`src/rtl/spdp_pkg.sv`:
```
package spdp_pkg;
    // magnitude codes from the two level selects {hi, lo}
    typedef enum logic [1:0] {
        SPDP_MAG_0 = 2'h0,
        SPDP_MAG_38 = 2'h1,
        SPDP_MAG_71 = 2'h2,
        SPDP_MAG_100 = 2'h3
    } spdp_mag_t;
    // chopping threshold as percent of full scale
    localparam logic [6:0] SPDP_PCT_0 = 7'h00;
    localparam logic [6:0] SPDP_PCT_38 = 7'h26;
    localparam logic [6:0] SPDP_PCT_71 = 7'h47;
    localparam logic [6:0] SPDP_PCT_100 = 7'h64;
    localparam int SPDP_NUM_CHAN = 2;
    // controller toggle-rate limits and edge time
    localparam int SPDP_PHASE_MIN_HZ = 1000;
    localparam int SPDP_PHASE_MAX_HZ = 400000;
    localparam int SPDP_RISE_MAX_NS = 500;
    localparam int SPDP_CLK_HZ = 25000000;
    // shortest legal half period of a direction toggle, rounded up
    localparam int SPDP_HALF_MIN_CYC = (SPDP_CLK_HZ + 2 * SPDP_PHASE_MAX_HZ - 1)
        / (2 * SPDP_PHASE_MAX_HZ);
    // longest legal half period, rounded down (above 4096: host parameter default)
    localparam int SPDP_HALF_MAX_CYC = SPDP_CLK_HZ / (2 * SPDP_PHASE_MIN_HZ);
    // standby clear-sequence states, gray along high -> low -> high
    typedef enum logic [1:0] {
        SPDP_SB_IDLE = 2'h0,
        SPDP_SB_SAW_HI = 2'h1,
        SPDP_SB_SAW_LO = 2'h3
    } spdp_sb_t;
    // host stepping states
    typedef enum logic [1:0] {
        SPDP_H_OFF = 2'h0,
        SPDP_H_RUN = 2'h1
    } spdp_host_t;
endpackage : spdp_pkg

```
`src/rtl/spdp_if.sv`:
```
`timescale 1ns/1ps
interface spdp_if;
    logic [1:0] dir;       // direction per channel, high = plus to minus
    logic [1:0] sel_hi;    // first level select per channel
    logic [1:0] sel_lo;    // second level select per channel
    logic standby_n;       // low = standby
    modport dev (input dir, input sel_hi, input sel_lo, input standby_n);
    modport host (output dir, output sel_hi, output sel_lo, output standby_n);
endinterface : spdp_if

```
`src/rtl/spdp_driver.sv`:
```
// Function
// - level selects decode to 0/38/71/100 percent
// - direction high drives plus to minus
// - both selects low gives high impedance
// - standby low disables oscillator and drivers
// - thermal fault latches all bridge drives off (osc_en keeps running)
// - thermal latch clears on reboot or standby pulse
// - outputs except chop_level off until both supplies valid
// - per-channel overcurrent latches that channel off
// - overcurrent latch clears on reboot or standby low
// - controller keeps direction rate 1k-400k Hz (host clamps only the 400k Hz end; a larger HALF_CYC goes below 1k Hz)
// - controller keeps input edges fast
// - controller holds selects low at power-up
// - standby low clears only the overcurrent latches
`timescale 1ns/1ps
module spdp_driver (
    input wire logic clk,                              // 25 mhz clock
    input wire logic rst_n,                            // async reset, active low
    spdp_if.dev link,                                  // controller pins
    input wire logic motor_supply_ok,                  // motor supply monitor, pin
    input wire logic logic_supply_ok,                  // logic supply monitor, pin
    input wire logic thermal_shutdown,                 // thermal fault indication, pin
    input wire logic [spdp_pkg::SPDP_NUM_CHAN-1:0] overcurrent_shutdown, // per channel
    output logic [spdp_pkg::SPDP_NUM_CHAN-1:0] drive_pos, // high side of plus leg
    output logic [spdp_pkg::SPDP_NUM_CHAN-1:0] drive_neg, // high side of minus leg
    output logic [spdp_pkg::SPDP_NUM_CHAN-1:0] out_oe_n,  // low = bridge driven
    output logic [2*spdp_pkg::SPDP_NUM_CHAN*7-1:0] chop_level, // pct per channel
    output logic osc_en,                               // chopping oscillator enable
    output logic therm_latched,                        // latched thermal state
    output logic [spdp_pkg::SPDP_NUM_CHAN-1:0] ocp_latched // latched overcurrent
);
    import spdp_pkg::*;
    localparam int N = SPDP_NUM_CHAN;
    ////////////////////////////////////////////////////////////////////////
    // two-flop synchronisers for every pin input; first stage feeds only second
    localparam int SW = 4 * N + 4;
    logic [SW-1:0] meta_q, sync_q;
    logic [SW-1:0] pins;
    assign pins = {link.dir, link.sel_hi, link.sel_lo, overcurrent_shutdown,
                   link.standby_n, motor_supply_ok, logic_supply_ok, thermal_shutdown};
    always_ff @(posedge clk or negedge rst_n) begin
        if (!rst_n) begin
            meta_q <= '0;
            sync_q <= '0;
        end else begin
            meta_q <= pins;
            sync_q <= meta_q;
        end
    end
    logic [N-1:0] s_dir, s_hi, s_lo, s_oc;
    logic s_sb, s_vm, s_vcc, s_tsd;
    assign {s_dir, s_hi, s_lo, s_oc, s_sb, s_vm, s_vcc, s_tsd} = sync_q;

    ////////////////////////////////////////////////////////////////////////
    // power-on hold-off and fault latches
    logic por_ok;
    logic therm_d, therm_q;
    logic [N-1:0] ocp_d, ocp_q;
    spdp_sb_t sb_d, sb_q;
    assign por_ok = s_vm & s_vcc;
    // standby edge tracker; a fresh high after a low releases the thermal latch
    always_comb begin
        sb_d = sb_q;
        therm_d = therm_q;
        ocp_d = ocp_q;
        unique case (sb_q)
            SPDP_SB_IDLE: begin
                if (s_sb) sb_d = SPDP_SB_SAW_HI;
            end
            SPDP_SB_SAW_HI: begin
                if (!s_sb) sb_d = SPDP_SB_SAW_LO;
            end
            SPDP_SB_SAW_LO: begin
                if (s_sb) sb_d = SPDP_SB_SAW_HI;
            end
            default: sb_d = SPDP_SB_IDLE;
        endcase
        // thermal clear sequence; a fault present wins over the clear
        if (sb_q == SPDP_SB_SAW_LO && s_sb) therm_d = 1'b0;
        if (s_tsd) therm_d = 1'b1;
        // standby low clears the overcurrent latches only
        if (!s_sb) ocp_d = '0;
        // per-channel overcurrent latch set, set beats the standby clear
        ocp_d = ocp_d | s_oc;
        // reboot through supply monitors clears latches
        if (!por_ok) begin
            therm_d = 1'b0;
            ocp_d = '0;
            sb_d = SPDP_SB_IDLE;
        end
    end
    always_ff @(posedge clk or negedge rst_n) begin
        if (!rst_n) begin
            sb_q <= SPDP_SB_IDLE;
            therm_q <= 1'b0;
            ocp_q <= '0;
        end else begin
            sb_q <= sb_d;
            therm_q <= therm_d;
            ocp_q <= ocp_d;
        end
    end

    ////////////////////////////////////////////////////////////////////////
    // per-channel decode; outputs all registered
    logic [N-1:0] pos_d, neg_d, oe_n_d;
    logic [2*N*7-1:0] lvl_d;
    logic osc_d;
    // oscillator runs only out of standby, supplies valid
    assign osc_d = s_sb & por_ok;
    genvar c;
    generate
        for (c = 0; c < N; c++) begin : g_chan
            spdp_mag_t mag;
            logic run;
            // magnitude decode; same for every channel
            assign mag = spdp_mag_t'({s_hi[c], s_lo[c]});
            assign run = osc_d & !therm_q & !ocp_q[c] & (mag != SPDP_MAG_0);
            // one continuous driver per lane slice, so no two processes share lvl_d
            assign lvl_d[c*7 +: 7] = (mag == SPDP_MAG_100) ? SPDP_PCT_100 :
                                     (mag == SPDP_MAG_71) ? SPDP_PCT_71 :
                                     (mag == SPDP_MAG_38) ? SPDP_PCT_38 : SPDP_PCT_0;
            assign lvl_d[(N+c)*7 +: 7] = 7'h00; // spare lanes read zero
            // high impedance when off; direction sets leg
            assign oe_n_d[c] = !run;
            assign pos_d[c] = run & s_dir[c];
            assign neg_d[c] = run & !s_dir[c];
        end
    endgenerate
    always_ff @(posedge clk or negedge rst_n) begin
        if (!rst_n) begin
            drive_pos <= '0;
            drive_neg <= '0;
            out_oe_n <= '1;
            chop_level <= '0;
            osc_en <= 1'b0;
            therm_latched <= 1'b0;
            ocp_latched <= '0;
        end else begin
            drive_pos <= pos_d;
            drive_neg <= neg_d;
            out_oe_n <= oe_n_d;
            chop_level <= lvl_d;
            osc_en <= osc_d;
            therm_latched <= therm_q;
            ocp_latched <= ocp_q;
        end
    end
endmodule : spdp_driver

```
`src/flat_wrapper.sv`:
```
// flat-port wrapper written by rule: the top's interface ports become plain ports
module spdp_driver_flat import spdp_pkg::*;
  (clk, rst_n, motor_supply_ok, logic_supply_ok, thermal_shutdown, overcurrent_shutdown, drive_pos, drive_neg, out_oe_n, chop_level, osc_en, therm_latched, ocp_latched, link_dir, link_sel_hi, link_sel_lo, link_standby_n);
  spdp_if link_i ();
  input wire logic clk;
  input wire logic rst_n;
  input wire logic motor_supply_ok;
  input wire logic logic_supply_ok;
  input wire logic thermal_shutdown;
  input wire logic [spdp_pkg::SPDP_NUM_CHAN-1:0] overcurrent_shutdown;
  output logic [spdp_pkg::SPDP_NUM_CHAN-1:0] drive_pos;
  output logic [spdp_pkg::SPDP_NUM_CHAN-1:0] drive_neg;
  output logic [spdp_pkg::SPDP_NUM_CHAN-1:0] out_oe_n;
  output logic [2*spdp_pkg::SPDP_NUM_CHAN*7-1:0] chop_level;
  output logic osc_en;
  output logic therm_latched;
  output logic [spdp_pkg::SPDP_NUM_CHAN-1:0] ocp_latched;
  input wire logic [$bits(link_i.dir)-1:0] link_dir;
  input wire logic [$bits(link_i.sel_hi)-1:0] link_sel_hi;
  input wire logic [$bits(link_i.sel_lo)-1:0] link_sel_lo;
  input wire logic [$bits(link_i.standby_n)-1:0] link_standby_n;
  assign link_i.dir = link_dir;
  assign link_i.sel_hi = link_sel_hi;
  assign link_i.sel_lo = link_sel_lo;
  assign link_i.standby_n = link_standby_n;
  spdp_driver u_core (.clk(clk), .rst_n(rst_n), .link(link_i), .motor_supply_ok(motor_supply_ok), .logic_supply_ok(logic_supply_ok), .thermal_shutdown(thermal_shutdown), .overcurrent_shutdown(overcurrent_shutdown), .drive_pos(drive_pos), .drive_neg(drive_neg), .out_oe_n(out_oe_n), .chop_level(chop_level), .osc_en(osc_en), .therm_latched(therm_latched), .ocp_latched(ocp_latched));
endmodule
```
`config.mk`:
```
export PLATFORM = sky130hd
export DESIGN_NAME = spdp_driver_flat
export DESIGN_NICKNAME = d
export VERILOG_FILES = /design/src/rtl/spdp_pkg.sv /design/src/rtl/spdp_if.sv /design/src/rtl/spdp_driver.sv /design/src/flat_wrapper.sv
export SDC_FILE = /design/constraint.sdc
export NUM_CORES = 1
export LEC_CHECK = 0
export ABC_AREA = 1
export BUFFER_PORTS_ARGS = -buffer_cell sky130_fd_sc_hd__buf_2
export CAP_MARGIN = 20
export CORE_MARGIN = 5
export CORE_UTILIZATION = 50
export DETAILED_ROUTE_END_ITERATION = 8
export PLACE_DENSITY = 0.75
export SLEW_MARGIN = 30
export SYNTH_ARGS = -nofsm -noshare
export SYNTH_HDL_FRONTEND = slang
export SYNTH_SLANG_ARGS = --single-unit
```
`constraint.sdc`:
```
create_clock -name clk -period 1.4 [get_ports clk]
set_input_delay 0.21 -clock clk [delete_from_list [all_inputs] [get_ports clk]]
set_output_delay 0.21 -clock clk [all_outputs]
set_load 0.05 [all_outputs]
```
==> metrics.md <==
| Metric | Value |
|---|---|
| Critical-path maximum fanout | 1 |
| Num Clock Sinks | around 50 |
| Resized cells post-CTS | 0 |
| RSZ-0062 raised after global routing | no |
| Slew Viols, Final | 0 |
| Post-CTS setup buffers | 0 |
| Placer Congestion | 0.674 |
| Gate power share | between 15 and 20% |
| Clock buffer depth | 2 |
| Hold Crit Class | input pin to asynchronous set/reset pin |
| Routed len/inst | 11.3 µm |
| Async SR Flop Fraction | 100% |
| Buffer and inverter count on the worst path | 1 |
| Mapped Cells | around 130 |
| First-pass GRT wire length | 4.45 mm |
| Vias | 960 |
| I/O pin total | 52 |
| Design area | 2150 µm² |
| Minimum clock period | 1.34 ns |
| Met2 WL post-DR | 1.46 mm |
| Period utilization | 95.9% |
| Synthesis-stage register bit count | 49 |
| Width of the die | approximately 70 µm |
| DRC | 0 |
| Maximum vdd drop | ~660 µV |
| CTS H-tree lvls | 2 |
| Ranking of synthesized cells by area | dfrtp_1, ha_1, buf_4 |
| Initial Utilization | 52.6% |
| Top cells by count, synth | dfrtp_1, buf_4, inv_1 |
| Area Overhead vs Synth | 20.0% |
| Vias in the first global route | about 990 |
| PD cells | 1170 nW/µm² |
| Layout Skew | 0.00686 ns |
| Detailed router's first-iteration violation count | 24 |
| CTS clk-pin slew, worst paths | between 0.1 and 0.15 ns |
| Reg power frac | 60.4% |
| Setup crit start kind | register |
| Clock insertion delay at the later pin of the skew report | 0.35 ns |
| Post-DP HPWL | 1.99 mm |
| Max cap viols | 0 |
| Switch share | 29.2% |
| Via density | 4.12 |
| Pin count of the biggest net entering global routing | 21 |
| Post-synthesis area per instance | 13.6 µm² |
| Ant. Diodes | 0 |
| PortBufs | 33 |
| Crit path cell chain | buf_2 |
| Netlist cell types | 16 |
| FP Rows | 21 |
| Top sig layer | met4 |
| Yosys warnings | 0 |
| Post-route ant nets | 0 |
| Leak Pwr | 1.14 nW |
| Critical Path RT | 1.19 ns |
| Total wire length | approximately 2.6 mm |
| Fin cells | approximately 230 |
| Total global routing overflow | 0 |
| Fmax | around 740 MHz |
| Total core area | 3420 µm² |
| Hold buffers post-CTS | 13 |
| Detail Route met3 WL | 181 µm |
| Count of final setup violators | 0 |
| CTS tree | yes |
| Layout cell share with drive strength beyond 1 | 29.9% |
| Dpl cells | 212 |
| Status | complete, no violations |
| Post-DP Area | roughly 2000 µm² |
| CTS Buf Count | 5 |
| Worst path slowest cell | dfstp_2 |
| Net count, final | approximately 210 |
| Most used DFF post-synth | dfrtp_1 |
| Met1 Wirelength | ~900 µm |
| Synth Cell Area | 1800 µm² |
| Clock Tree Root | clkbuf_4 |
| WS Path Type | register to primary output |
| Share of the synthesized area in the top cell type | 65.5% |
| Die area | 4890 µm² |
| Max incr delay on CP | 0.53 ns |
| Total GRT Usage | 11.8% |
| Most common cell in the netlist | dfrtp_1 |
| First-pass detailed-route iteration total | 4 |
| Post-synth top area cell | dfrtp_1 |
| Cell-internal power | 1.78 mW |
| Total power | 2.51 mW |
| Top delay family on crit path | flip-flops |
| Critical path arrival | 1.13 ns |
| NetSw | 734 µW |
| Initial antenna violation count | 0 |
| Die extent in y | 69.9 µm |
| Sequential-to-total area share from yosys stat | about two thirds |
| Clk pwr share | between 20% and 30% |
| Post-synth EDFFs | 0 |
| Setup TNS Final | 0 ns |
| Critical Path Sink Type | primary output |
| Final hold vios | 0 |
## state kept, by name, indices dropped and copies added (netlist names)
name / cells
u_core.ocp_latched: 2
u_core.drive_neg: 2
u_core.therm_q: 1
u_core.therm_latched: 1
u_core.out_oe_n: 2
u_core.drive_pos: 2
u_core.osc_en: 1
u_core.meta_q: 12
u_core.sync_q: 12
u_core.ocp_q: 2
u_core.sb_q: 2
u_core.chop_level: 10
## worst register-to-register path, stage by stage (launching register included)
cell	delay, ns
dfrtp_1	0.45
inv_1	0.07
ha_1	0.30
nor2_1	0.05
nor2_1	0.15
nand3_1	0.09
nand2_1	0.07
## logic make-up (layout without fill, tap and decap cells)
kind of cell	after synthesis	after routing	share of synthesized area [%]
other	1	18	0.209
buffers and inverters	34	72	10.9
adder cells (fa/ha/maj)	14	14	9.76
flip-flops	49	49	68.4
AO/OA/AOI/OAI	3	3	0.836
AND/OR/NAND/NOR	31	31	9.89
## power by group through the flow
| stage | clock network [mW] | registers, mW | logic, mW |
|---|---|---|---|
| 4_1_cts | 0.614 | 1.52 | 0.410 |
| 3_3_place_gp | 0 | 1.54 | 0.370 |
| 2_1_floorplan | 0 | 1.65 | 0.209 |
| 6_report | 0.588 | 1.52 | 0.407 |
| 5_1_grt | 0.670 | 1.53 | 0.437 |
| 3_5_place_dp | 0 | 1.55 | 0.382 |
## cells in the final DEF, fill, tap and decap left out
| cell | count |
|---|---|
| a21oi_1 | 3 |
| buf_12 | 1 |
| buf_2 | 33 |
| buf_4 | 1 |
| clkbuf_1 | 2 |
| clkbuf_4 | 5 |
| clkinv_2 | 1 |
| conb_1 | 18 |
| dfrtp_1 | 47 |
| dfstp_2 | 2 |
| dlygate4sd3_1 | 13 |
| ha_1 | 14 |
| inv_1 | 15 |
| inv_2 | 1 |
| nand2_1 | 7 |
| nand2_2 | 1 |
| nand3_1 | 3 |
| nand3_4 | 2 |
| nor2_1 | 9 |
| nor2_2 | 4 |
| nor2_4 | 1 |
| or2_2 | 4 |
## per-layer routing
metal  GRT usage, %  vias up
met5              0        -
met4           5.74        0
met3           5.45        8
met2           20.5       30
met1           12.0      456
li1               -      466
## per-stage QoR
step	util, %	setup slack, ns	hold slack (ns)
final	63.1	0.0573	0.328
after global routing	63.1	0.00618	0.362
after CTS	63.1	0.0436	0.319
after detailed placement	57.8	0.181	0.183
after global placement	57.8	0.284	0.172
after floorplan	-	0.303	-0.0856
## final cells by class
| class | instances | area, µm² |
|---|---|---|
| fill | 270 | 1260 |
| sequential | 49 | 1230 |
| multi-input combinational | 66 | 435 |
| timing repair buffer | 48 | 323 |
| inverter | 16 | 60.1 |
| tap | 46 | 57.6 |
| clock buffer | 7 | 45.0 |
| clock inverter | 1 | 5.00 |
## final timing paths
kind,start,endpoint,slack (ns),cells past startpoint
setup / recovery,u_core.out_oe_n[1],out_oe_n[1],0.06,1
hold / removal,rst_n,u_core.drive_pos[1],0.33,2
setup reg to reg,u_core.sb_q[0],u_core.sb_q[1],0.16,6
hold reg to reg,u_core.meta_q[3],u_core.sync_q[3],0.36,0
max in group asynchronous,rst_n,u_core.sb_q[1],0.55,3
min in group clk,u_core.meta_q[3],u_core.sync_q[3],0.36,0
Note: power is estimated with default switching activity, not from simulation.
